## config.mk

```make
export PLATFORM = sky130hd
export DESIGN_NAME = ssc_regs
export DESIGN_NICKNAME = d
export VERILOG_FILES = /design/src/include/ssc_pkg.sv /design/src/hdl/ssc_regs.sv
export VERILOG_INCLUDE_DIRS = /design/src /design/src/include
export SDC_FILE = /design/constraint.sdc
export NUM_CORES = 1
export LEC_CHECK = 0
export BUFFER_PORTS_ARGS = -buffer_cell sky130_fd_sc_hd__buf_4
export CORE_UTILIZATION = 60
export CTS_CLUSTER_SIZE = 8
export DETAILED_ROUTE_END_ITERATION = 10
export PLACE_DENSITY = 0.82
export SYNTH_ARGS = -nofsm -noshare
export SYNTH_HDL_FRONTEND = slang
export SYNTH_SLANG_ARGS = --single-unit
```

## constraint.sdc

```tcl
create_clock -name clk_i -period 14.4 [get_ports clk_i]
set_input_delay 3.6 -clock clk_i [delete_from_list [all_inputs] [get_ports clk_i]]
set_output_delay 3.6 -clock clk_i [all_outputs]
set_load 0.02 [all_outputs]
```

## src/include/ssc_defs.svh

```systemverilog
`ifndef SSC_DEFS_SVH
`define SSC_DEFS_SVH
`define SSC_IDX_CTRL        6'h20
`define SSC_IDX_RSV_A       6'h21
`define SSC_IDX_RSV_B       6'h22
`define SSC_IDX_WIN         6'h23
`define SSC_IDX_ACT         6'h24
`define SSC_IDX_POL         6'h25
`define SSC_IDX_CNT_HI      6'h26
`define SSC_IDX_CNT_LO      6'h27
`define SSC_IDX_TEST1       6'h28
`define SSC_IDX_TEST2       6'h29
`define SSC_IDX_TEST3       6'h2A
`define SSC_IDX_TEST4       6'h2B
`define SSC_IDX_OFF_HOLD    6'h2C
`define SSC_IDX_TEST5       6'h2D
`define SSC_IDX_TEST6       6'h2E
`define SSC_IDX_SRC_SEL     6'h30
`define SSC_IDX_AUTO_CTRL   6'h31
`define SSC_IDX_UPD_INT     6'h32
`define SSC_IDX_CAL_STAT    6'h33
`define SSC_IDX_GF_CTRL     6'h34
`define SSC_IDX_VCO         6'h36
`define SSC_IDX_GAIN        6'h3C
`define SSC_CTRL_SRC_BIT    1
`define SSC_OFF_HOLD_BIT    4
`define SSC_GF_EN_BIT       2
`define SSC_GAIN_HOLD_BIT   3
`define SSC_GAIN_ON         3'h6
`define SSC_RST_CTRL        8'h08
`define SSC_RST_RSV         8'h00
`define SSC_RST_WIN         8'h0A
`define SSC_RST_ZERO        8'h00
`define SSC_RST_UPD_INT     8'h40
`define SSC_CLK_PERIOD_NS   100
`define SSC_WIN_STEP_NS     25
`define SSC_GF_MIN_NS       250
`define SSC_GF_MIN_CYC      ((`SSC_GF_MIN_NS + `SSC_CLK_PERIOD_NS - 1) / `SSC_CLK_PERIOD_NS)
`define SSC_ACT_WINDOW_NS   1000000
`define SSC_ACT_WINDOW_CYC  (`SSC_ACT_WINDOW_NS / `SSC_CLK_PERIOD_NS)
`define SSC_SETTLE_UPDATES  4'hA
`define SSC_LOCK_EDGES      2'h3
`endif

```

## src/include/ssc_pkg.sv

```systemverilog
package ssc_pkg;
  typedef struct packed {
    logic horiz_sync_in_a;
    logic horiz_sync_in_b;
    logic vert_sync_in_a;
    logic vert_sync_in_b;
    logic green_sync_in_a;
    logic green_sync_in_b;
  } ssc_sync_in_t;
  typedef enum logic [0:0] {
    SF_HUNT = 1'b0,
    SF_LOCK = 1'b1
  } ssc_filt_state_t;
endpackage

```

## src/hdl/ssc_regs.sv

```systemverilog
`timescale 1ns/1ns
`default_nettype none
`include "ssc_defs.svh"

module ssc_act_mon #(
  parameter int LIMIT = 10000
) (
  input  wire logic clk_i,
  input  wire logic rst_i,
  input  wire logic d_i,
  output var  logic act_o,
  output var  logic pol_o,
  output var  logic lead_o
);
  logic [15:0] run_q;
  logic [15:0] hi_len_q;
  logic [15:0] lo_len_q;
  logic        prev_q;
  wire         toggle = d_i ^ prev_q;
  wire         quiet  = run_q >= 16'(LIMIT);

  // Run length doubles as the quiet timer and the level-width meter.
  always_ff @(posedge clk_i) begin
    if (rst_i) begin
      prev_q   <= 1'b0;
      run_q    <= 16'hFFFF;
      hi_len_q <= 16'h0000;
      lo_len_q <= 16'h0000;
      act_o    <= 1'b0;
      pol_o    <= 1'b0;
      lead_o   <= 1'b0;
    end else begin
      prev_q <= d_i;
      lead_o <= toggle & (d_i == pol_o);
      act_o  <= toggle | ~quiet;
      pol_o  <= hi_len_q < lo_len_q;
      if (toggle) begin
        run_q <= 16'h0000;
        if (prev_q) begin
          hi_len_q <= run_q;
        end else begin
          lo_len_q <= run_q;
        end
      end else if (run_q != 16'hFFFF) begin
        run_q <= run_q + 16'h0001;
      end
    end
  end
endmodule // ssc_act_mon

module ssc_regs
  import ssc_pkg::*;
#(
  parameter int ACT_WINDOW_CYC = `SSC_ACT_WINDOW_CYC
) (
  input  wire logic         clk_i,
  input  wire logic         rst_i,
  input  wire logic         wb_cyc_i,
  input  wire logic         wb_stb_i,
  input  wire logic         wb_we_i,
  input  wire logic [7:0]   wb_adr_i,
  input  wire logic [3:0]   wb_sel_i,
  input  wire logic [31:0]  wb_dat_i,
  output var  logic [31:0]  wb_dat_o,
  output var  logic         wb_ack_o,
  input  wire ssc_sync_in_t sync_i,
  input  wire logic         ext_clock_or_coast_pin_i,
  input  wire logic         ext_clamp_i,
  output var  logic         proc_sync_o,
  output var  logic         regen_sync_o,
  output var  logic         green_sync_filt_o,
  output var  logic         vco_low_gear_o,
  output var  logic         offset_update_o,
  output var  logic         gain_update_o
);
  logic [7:0] ctrl_q, rsv_a_q, rsv_b_q, win_q, test1_q, test2_q;
  logic [7:0] off_hold_q, test5_q, test6_q, src_q, auto_q, upd_int_q;
  logic [7:0] gf_ctrl_q, vco_q, gain_q;
  logic [7:0] act_w, pol_w, lead_w;

  // Bus slave: one wait state, write lands on the acknowledging edge.
  wire [5:0] idx   = wb_adr_i[7:2];
  wire       req   = wb_cyc_i & wb_stb_i;
  wire       wr_en = req & wb_we_i & wb_ack_o & wb_sel_i[0];
  wire [7:0] wdat  = wb_dat_i[7:0];

  // Monitors: bits 7..2 are the six syncs, then coast, then clamp.
  wire [7:0] mon_in = {sync_i, ext_clock_or_coast_pin_i, ext_clamp_i};
  genvar gi;
  generate
    for (gi = 0; gi < 8; gi++) begin : g_mon
      ssc_act_mon #(.LIMIT(ACT_WINDOW_CYC)) u_mon (
        .clk_i  (clk_i),
        .rst_i  (rst_i),
        .d_i    (mon_in[gi]),
        .act_o  (act_w[gi]),
        .pol_o  (pol_w[gi]),
        .lead_o (lead_w[gi])
      );
    end
  endgenerate

  // Green sync pulse filter on the selected green input.
  logic [1:0] gf_cnt_q;
  logic       gf_prev_q;
  wire        green_raw = src_q[0] ? sync_i.green_sync_in_b : sync_i.green_sync_in_a;
  wire        gf_en     = gf_ctrl_q[`SSC_GF_EN_BIT];
  wire        gf_long   = gf_cnt_q == 2'(`SSC_GF_MIN_CYC - 1);
  wire        green_lead = gf_prev_q & ~green_sync_filt_o;

  always_ff @(posedge clk_i) begin
    if (rst_i) begin
      gf_cnt_q          <= 2'h0;
      gf_prev_q         <= 1'b0;
      green_sync_filt_o <= 1'b0;
    end else begin
      gf_prev_q <= green_sync_filt_o;
      gf_cnt_q  <= (green_raw && !gf_long) ? gf_cnt_q + 2'h1 : (green_raw ? gf_cnt_q : 2'h0);
      green_sync_filt_o <= green_raw & (~gf_en | gf_long);
    end
  end

  // Horizontal sync filter and regenerator.
  ssc_filt_state_t st_q;
  logic [15:0] ph_q, per_q;
  logic [1:0]  lk_q;
  logic        extr_q, extr_line_q;
  wire         hs_lead = src_q[1] ? green_lead : (src_q[0] ? lead_w[6] : lead_w[7]);
  wire  [16:0] win_cyc = 17'((18'(win_q) * `SSC_WIN_STEP_NS) / `SSC_CLK_PERIOD_NS);
  wire  [16:0] ph_ext  = {1'b0, ph_q};
  wire  [16:0] per_ext = {1'b0, per_q};
  wire         in_win  = (ph_ext + win_cyc >= per_ext) && (ph_ext <= per_ext + win_cyc);
  wire         late    = ph_ext > per_ext + win_cyc;
  wire         accept  = hs_lead && (st_q == SF_HUNT || in_win);
  wire         reject  = hs_lead && !accept;
  wire         locked  = st_q == SF_LOCK;

  always_ff @(posedge clk_i) begin
    if (rst_i) begin
      st_q         <= SF_HUNT;
      ph_q         <= 16'h0000;
      per_q        <= 16'h0000;
      lk_q         <= 2'h0;
      extr_q       <= 1'b0;
      extr_line_q  <= 1'b0;
      regen_sync_o <= 1'b0;
    end else begin
      regen_sync_o <= accept;
      if (ph_q != 16'hFFFF) begin
        ph_q <= ph_q + 16'h0001;
      end
      if (accept) begin
        ph_q        <= 16'h0000;
        per_q       <= ph_q;
        extr_q      <= extr_line_q;
        extr_line_q <= 1'b0;
        if (!in_win) begin
          lk_q <= 2'h0;
        end else if (lk_q == `SSC_LOCK_EDGES) begin
          st_q <= SF_LOCK;
        end else begin
          lk_q <= lk_q + 2'h1;
        end
      end else if (reject) begin
        extr_line_q <= 1'b1;
      end else if (st_q == SF_LOCK && late) begin
        st_q <= SF_HUNT;
        lk_q <= 2'h0;
      end
    end
  end

  // Sync processing source, line counter and calibration update ticks.
  logic [11:0] hcnt_q, lines_q;
  logic [7:0]  upd_cnt_q;
  logic [3:0]  off_set_q, gain_set_q;
  logic        tick_q;
  wire vs_lead    = src_q[0] ? lead_w[4] : lead_w[5];
  wire src_pick   = ctrl_q[`SSC_CTRL_SRC_BIT] ? regen_sync_o : hs_lead;
  wire off_run    = auto_q[0] & ~off_hold_q[`SSC_OFF_HOLD_BIT];
  wire gain_run   = gain_q[`SSC_GAIN_HOLD_BIT] & (gain_q[2:0] == `SSC_GAIN_ON);
  wire off_done   = off_set_q == `SSC_SETTLE_UPDATES;
  wire gain_done  = gain_set_q == `SSC_SETTLE_UPDATES;
  wire upd_wrap   = proc_sync_o && (upd_cnt_q + 8'h01 >= upd_int_q);

  always_ff @(posedge clk_i) begin
    if (rst_i) begin
      proc_sync_o     <= 1'b0;
      hcnt_q          <= 12'h000;
      lines_q         <= 12'h000;
      upd_cnt_q       <= 8'h00;
      tick_q          <= 1'b0;
      off_set_q       <= 4'h0;
      gain_set_q      <= 4'h0;
      offset_update_o <= 1'b0;
      gain_update_o   <= 1'b0;
    end else begin
      proc_sync_o <= src_pick;
      if (vs_lead) begin
        lines_q <= hcnt_q;
        hcnt_q  <= {11'h000, proc_sync_o};
      end else if (proc_sync_o && hcnt_q != 12'hFFF) begin
        hcnt_q <= hcnt_q + 12'h001;
      end
      tick_q    <= upd_wrap;
      upd_cnt_q <= upd_wrap ? 8'h00 : (proc_sync_o ? upd_cnt_q + 8'h01 : upd_cnt_q);
      offset_update_o <= tick_q & off_run;
      gain_update_o   <= tick_q & gain_run;
      if (!off_run) begin
        off_set_q <= 4'h0;
      end else if (tick_q && !off_done) begin
        off_set_q <= off_set_q + 4'h1;
      end
      if (!gain_run) begin
        gain_set_q <= 4'h0;
      end else if (tick_q && !gain_done) begin
        gain_set_q <= gain_set_q + 4'h1;
      end
    end
  end

  // Writable registers; the two read-only test locations have no storage.
  always_ff @(posedge clk_i) begin
    if (rst_i) begin
      ctrl_q     <= `SSC_RST_CTRL;
      rsv_a_q    <= `SSC_RST_RSV;
      rsv_b_q    <= `SSC_RST_RSV;
      win_q      <= `SSC_RST_WIN;
      test1_q    <= `SSC_RST_ZERO;
      test2_q    <= `SSC_RST_ZERO;
      off_hold_q <= `SSC_RST_ZERO;
      test5_q    <= `SSC_RST_ZERO;
      test6_q    <= `SSC_RST_ZERO;
      src_q      <= `SSC_RST_ZERO;
      auto_q     <= `SSC_RST_ZERO;
      upd_int_q  <= `SSC_RST_UPD_INT;
      gf_ctrl_q  <= `SSC_RST_ZERO;
      vco_q      <= `SSC_RST_ZERO;
      gain_q     <= `SSC_RST_ZERO;
    end else if (wr_en) begin
      if (idx == `SSC_IDX_CTRL) ctrl_q <= wdat;
      if (idx == `SSC_IDX_RSV_A) rsv_a_q <= wdat;
      if (idx == `SSC_IDX_RSV_B) rsv_b_q <= wdat;
      if (idx == `SSC_IDX_WIN) win_q <= wdat;
      if (idx == `SSC_IDX_TEST1) test1_q <= wdat;
      if (idx == `SSC_IDX_TEST2) test2_q <= wdat;
      if (idx == `SSC_IDX_OFF_HOLD) off_hold_q <= wdat;
      if (idx == `SSC_IDX_TEST5) test5_q <= wdat;
      if (idx == `SSC_IDX_TEST6) test6_q <= wdat;
      if (idx == `SSC_IDX_SRC_SEL) src_q <= wdat;
      if (idx == `SSC_IDX_AUTO_CTRL) auto_q <= wdat;
      if (idx == `SSC_IDX_UPD_INT) upd_int_q <= wdat;
      if (idx == `SSC_IDX_GF_CTRL) gf_ctrl_q <= wdat;
      if (idx == `SSC_IDX_VCO) vco_q <= wdat;
      if (idx == `SSC_IDX_GAIN) gain_q <= wdat;
    end
  end

  assign vco_low_gear_o = vco_q[0];

  // Read selection; unmapped and read-only test locations read zero.
  wire [7:0] act_stat = act_w;
  wire [7:0] pol_stat = {pol_w[7:4], pol_w[1:0], extr_q, st_q == SF_LOCK};
  wire [7:0] rd_mux =
    (idx == `SSC_IDX_CTRL)      ? ctrl_q :
    (idx == `SSC_IDX_RSV_A)     ? rsv_a_q :
    (idx == `SSC_IDX_RSV_B)     ? rsv_b_q :
    (idx == `SSC_IDX_WIN)       ? win_q :
    (idx == `SSC_IDX_ACT)       ? act_stat :
    (idx == `SSC_IDX_POL)       ? pol_stat :
    (idx == `SSC_IDX_CNT_HI)    ? lines_q[11:4] :
    (idx == `SSC_IDX_CNT_LO)    ? {lines_q[3:0], 4'h0} :
    (idx == `SSC_IDX_TEST1)     ? test1_q :
    (idx == `SSC_IDX_TEST2)     ? test2_q :
    (idx == `SSC_IDX_OFF_HOLD)  ? off_hold_q :
    (idx == `SSC_IDX_TEST5)     ? test5_q :
    (idx == `SSC_IDX_TEST6)     ? test6_q :
    (idx == `SSC_IDX_SRC_SEL)   ? src_q :
    (idx == `SSC_IDX_AUTO_CTRL) ? auto_q :
    (idx == `SSC_IDX_UPD_INT)   ? upd_int_q :
    (idx == `SSC_IDX_CAL_STAT)  ? {6'h00, gain_done, off_done} :
    (idx == `SSC_IDX_GF_CTRL)   ? gf_ctrl_q :
    (idx == `SSC_IDX_VCO)       ? vco_q :
    (idx == `SSC_IDX_GAIN)      ? gain_q : 8'h00;

  always_ff @(posedge clk_i) begin
    if (rst_i) begin
      wb_ack_o <= 1'b0;
      wb_dat_o <= 32'h0000_0000;
    end else begin
      wb_ack_o <= req & ~wb_ack_o;
      wb_dat_o <= {24'h000000, rd_mux};
    end
  end
endmodule // ssc_regs
`default_nettype wire

```

==> impl_metrics.tcl, run 1 <==
set metrics [dict create \
    outcome "complete, no violations" \
    portBuffers 42 \
    worst_ep_required_time_ns 14.84 \
    viasPerCell 5.987 \
    synth_edf_count 0 \
    worst-path-max-fanout 18 \
    grt_max_degree 108 \
    slew_headroom_pct 21.92 \
    die_w_um 226.1 \
    drive_gt1_share_pct 6.723 \
    cp.arrival_ns 13.95 \
    io_pins 96 \
    yosysMostFrequentCell "dfxtp_1" \
    antenna_found_initial 1 \
    syn_area_um2 30130 \
    ys_async_sr_fraction_pct 0 \
    startpoint_type "register" \
    cts_tree "done" \
    p_per_area_nw_per_um2 114.8 \
    cts_root_buf "clkbuf_16" \
    tritoncts.num_buffers 80 \
    hpwlAfterDp_mm 45.70 \
    ant_nets 0 \
    clockBufferDepth 3 \
    detailroute.via_count 25087 \
    cts_setup_buffers 0 \
    dieArea_um2 51120 \
    start_util_pct 61.18 \
    drc 0 \
    holdWs_ns 0.4434 \
    synth_common_cells "dfxtp_1, nor2_1, nand2_1, mux2i_1, a21oi_1" \
    grt_overflow 0 \
    rows 81 \
    yosys.area.top_type "dfxtp_1" \
    min_period_over_period_pct 93.77 \
    maxCapViolCount 0 \
    multiInputGateArea_um2 17440 \
    rsz0062_at_grt "no" \
    grt.total_usage_pct 26.82 \
    syn_inst 3551 \
    p_leak_nw 13.08 \
    worst_hold_path_type "register to register" \
    path_common_cell "ha_1" \
    area_growth_pct 9.089 \
    path_class "register to register" \
    synth.area.top_cells "dfxtp_1, ha_1, mux2i_1" \
    drv_slew 0 \
    fin_nets 3794 \
    drt-initial-drc-count 2673 \
    gp_congestion 0.9475 \
    yosysSeqAreaShare_pct 37.27 \
    cp-end-kind "register" \
    postSynthAreaPerCell_um2 8.486 \
    grt_pass1_wl_mm 113.6 \
    synth-main-ff-cell "dfxtp_1" \
    synth_cell_types 113 \
    worstMarginPinSlew_ns 1.167 \
    fmax_mhz 74.06 \
    coreArea_um2 49250 \
    yosysWarnings 0 \
    setup-tns-final_ns 0 \
    worst_path_max_delay_cell "mux2i_1" \
    fillers 3885 \
    insertion_delay_ns 0.61 \
    clk_pin_slew_worst_paths_ns 0.05 \
    grt_pass1_vias 23374 \
    hold_violations 0 \
    die_h_um 226.1 \
    ys_ff_latch 561 \
    critical_path_buf_inv_count 4 \
    routed_wl_mm 69.22 \
    cts_resized 0 \
    skew_ns 0.02887 \
    cts_htree_levels 3 \
    cp_top_family "compound AO/OA/AOI/OAI gates" \
    holdBufCountCts 0 \
    finalSetupViolCount 0 \
    cts.sinks 561 \
    fin_crit_ns 13.50 \
    ir_drop_uv 82.40 \
    slowest_delay_ns 0.54 \
    avgRoutedWirePerCell_um 16.52 \
    first_pass_iters 9 \
    yosysTopAreaCellShare_pct 37.27 \
    register_area_um2 11230 \
]
## power by group
part	internal [mW]	total [mW]	switching, mW
Clock	0.990	1.63	0.637
Combinational	0.179	0.409	0.230
Sequential	1.64	1.74	0.0916
Total	2.81	3.77	0.959
## cell type report
class,instances,area share [%]
Inverter,197,2.265
Antenna cell,1,0.007612
Clock inverter,6,0.2855
Clock buffer,82,6.177
Tap cell,664,2.527
Multi-Input combinational cell,2613,53.04
Timing Repair Buffer,66,1.530
Sequential cell,561,34.16
## sequential cells by signal, summed over array words and instances, names as in the netlist, 12 cells and up
signal                count
ph_q                     16
g_mon.u_mon.run_q       128
g_mon.u_mon.lo_len_q     96
per_q                    16
g_mon.u_mon.hi_len_q     96
hcnt_q                   12
lines_q                  12
## cell usage in the layout, fill, tap and decap left out, types with 65 or more instances in the layout
cell | netlist | layout
a21oi_1 | 221 | 221
buf_4 | 25 | 65
clkbuf_16 | 0 | 81
dfxtp_1 | 561 | 561
ha_1 | 213 | 213
inv_1 | 193 | 192
mux2i_1 | 231 | 231
nand2_1 | 323 | 323
nand3_1 | 203 | 203
nor2_1 | 393 | 391
o21ai_0 | 175 | 175
xnor2_1 | 95 | 95
xor2_1 | 101 | 101
## stage by stage
stage | worst slack (ns) | total power [mW] | util (%) | cell area, um^2 | instances
finish | 0.8974 | 3.772 | 66.74 | 32870 | 4190
global placement | 1.145 | 2.148 | 62.39 | 30730 | 4101
floorplan | 2.276 | 2.062 | - | 30220 | 3574
global route | 0.1010 | 3.932 | 66.74 | 32870 | 4190
CTS | 0.8134 | 3.798 | 66.71 | 32860 | 4189
detailed placement | 0.8757 | 2.163 | 62.39 | 30730 | 4101
## cell families after synthesis
| kind of cell | synth area share [%] |
|---|---|
| multiplexers | 7.947 |
| other | 0.01244 |
| adder cells (fa/ha/maj) | 9.176 |
| buffers and inverters | 5.369 |
| XOR/XNOR | 5.987 |
| AO/OA/AOI/OAI | 15.29 |
| flip-flops | 37.27 |
| AND/OR/NAND/NOR | 18.95 |
## per-layer routing
layer	wire length (um)	GRT usage (%)
met2	32770	44.31
met5	0	0
met4	2256	11.81
met1	29990	34.84
met3	4198	3.721
## final timing paths
check	slack [ns]	startpoint	endpoint	cells past startpoint
max	0.90	win_q[2]	per_q[0]	52
min	0.44	extr_line_q	extr_line_q	2
max reg2reg	0.90	win_q[2]	per_q[0]	52
min reg2reg	0.44	extr_line_q	extr_line_q	2
## worst min-delay path, stage by stage (launching register included)
cell and delay [ns]:
dfxtp_1 0.30, inv_1 0.05, a21oi_1 0.05
No activity file was read; power rests on OpenSTA's default activity.
==> run 2, diff against run 1 <==
--- a/config.mk
+++ b/config.mk
@@ -10,7 +10,8 @@
 export CORE_UTILIZATION = 60
 export CTS_CLUSTER_SIZE = 8
 export DETAILED_ROUTE_END_ITERATION = 10
-export PLACE_DENSITY = 0.82
+export PLACE_DENSITY = 0.77
+export REMOVE_ABC_BUFFERS = 1
 export SYNTH_ARGS = -nofsm -noshare
 export SYNTH_HDL_FRONTEND = slang
 export SYNTH_SLANG_ARGS = --single-unit
==> impl_metrics.tcl, run 2 (synthesis gave the netlist of run 1 again) <==
set metrics [dict create \
    p_comb_share_pct 10.8 \
    worst-path-max-fanout 17 \
    routed_wl_mm 73.41 \
    finalSetupViolCount 0 \
    first_pass_iters 9 \
    path_common_cell "ha_1" \
    layout_common_cells "dfxtp_1, nor2_1, nand2_1" \
    drv_slew 0 \
    top_regs "g_mon.u_mon.run_q (128), g_mon.u_mon.hi_len_q (96), g_mon.u_mon.lo_len_q (96)" \
    ant_nets 0 \
    dieArea_um2 51120 \
    fin_crit_ns 13.41 \
    pwr-share-seq_pct 45.5 \
    slew_headroom_pct 23.29 \
    p_total_mw 3.813 \
    r2r_slack_ns 0.99 \
    min_from "wb_ack_o" \
    holdWs_ns 0.4423 \
    portBuffers 42 \
    holdPathEnd "wb_ack_o" \
    cts_setup_buffers 0 \
    switchingPower_uw 996.2 \
    detailroute.via_count 25471 \
    worstMarginPinSlew_ns 1.147 \
    slowest_delay_ns 0.52 \
    die_h_um 226.1 \
    met1Wirelength_mm 30.22 \
    tritoncts.num_buffers 80 \
    ff2ff_path_depth 52 \
    largest_register "g_mon.u_mon.run_q" \
    cp.arrival_ns 13.94 \
    grt.total_usage_pct 28.59 \
    highest_layer "met5" \
    drt-initial-drc-count 2165 \
    cts_root_buf "clkbuf_16" \
    diodes 0 \
    coreArea_um2 49250 \
    maxCapViolCount 0 \
    worst_ep_required_time_ns 14.93 \
    path_class "register to register" \
    cp_top_family "compound AO/OA/AOI/OAI gates" \
    outcome "complete, no violations" \
    pwr-share-clk_pct 43.6 \
    setup-tns-final_ns 0 \
    gp_congestion 0.9265 \
    largest_register_ffs 128 \
    dr_wl_met3_mm 4.440 \
    r2r-start "win_q[1]" \
    fin_util_pct 66.83 \
    grt_max_degree 201 \
    worst_path_max_delay_cell "a21oi_4" \
    hold_depth 1 \
    hpwlAfterDp_mm 49.86 \
    worst_hold_path_type "register to register" \
    intPower_mw 2.817 \
    fin_nets 3795 \
    cts.sinks 561 \
    ir_drop_uv 98.06 \
    fmax_mhz 74.56 \
    cp-end-kind "register" \
    insertion_delay_ns 0.64 \
    drive_gt1_share_pct 6.801 \
    io_pins 96 \
    skew_ns 0.02724 \
    startpoint_type "register" \
    rows 81 \
    drc 0 \
    dr_wl_met2_mm 36.17 \
    antenna_found_initial 1 \
    critical_path_buf_inv_count 4 \
    cts_tree "done" \
    clk_pin_slew_worst_paths_ns 0.05 \
    cts_htree_levels 3 \
    swShare_pct 26.13 \
    grt_pass1_wl_mm 120.3 \
    rsz0062_at_grt "no" \
    final_common_cell "dfxtp_1" \
    start_util_pct 61.18 \
    grt_overflow 0 \
    hold_violations 0 \
    avgRoutedWirePerCell_um 17.51 \
    r2r_end "ph_q[12]" \
    p_per_area_nw_per_um2 115.8 \
    clockBufferDepth 3 \
    viasPerCell 6.075 \
    area_growth_pct 9.230 \
    grt_pass1_vias 24554 \
    die_w_um 226.1 \
    min_period_over_period_pct 93.14 \
    p_leak_nw 13.10 \
]
[run 2: per-stage QoR]
| stage | setup slack (ns) | area [um^2] | std cells |
|---|---|---|---|
| 2_1_floorplan | 1.481 | 29340 | 3371 |
| 3_3_place_gp | 1.286 | 30750 | 4102 |
| 3_5_place_dp | 1.033 | 30750 | 4102 |
| 4_1_cts | 0.9083 | 32910 | 4193 |
| 5_1_grt | 0.1659 | 32920 | 4193 |
| 6_report | 0.9872 | 32920 | 4193 |
[run 2: cell type report]
class	instances	area [um^2]
multi-input cells	2613	17430
clock inverters	8	136.4
inverters	197	744.5
flip-flops and latches	561	11230
fillers	3970	16340
repair buffers	67	523.0
clock buffers	83	2023
well taps	664	830.8
[run 2: per-layer routing]
metal | GRT usage [%] | vias up
li1 | - | 12266
met1 | 34.68 | 12200
met2 | 49.96 | 807
met3 | 4.515 | 196
met4 | 12.23 | 2
met5 | 0 | -
[run 2: power groups by stage]
| stage | logic [mW] | registers, mW | clock network [mW] |
|---|---|---|---|
| CTS | 0.415 | 1.74 | 1.69 |
| global placement | 0.386 | 1.75 | 0 |
| detailed placement | 0.408 | 1.76 | 0 |
| floorplan | 0.297 | 1.74 | 0 |
| global route | 0.466 | 1.75 | 1.75 |
| finish | 0.413 | 1.74 | 1.66 |
[run 2: worst max-delay path by stage]
stage	from	endpoint	slack [ns]	cells after the start
3_5_place_dp	win_q[1]	ph_q[15]	1.03	52
2_1_floorplan	win_q[2]	ph_q[12]	1.48	51
4_1_cts	win_q[1]	per_q[2]	0.91	54
3_3_place_gp	win_q[2]	per_q[13]	1.29	53
6_report	win_q[1]	ph_q[12]	0.99	52
5_1_grt	win_q[2]	ph_q[12]	0.17	52
[run 2: what timing repair did]
action / 4_1_cts / 5_1_grt
resized for setup: 0 / 2
hold buffers: 0 / 0
setup endpoints to repair: 0 / 34
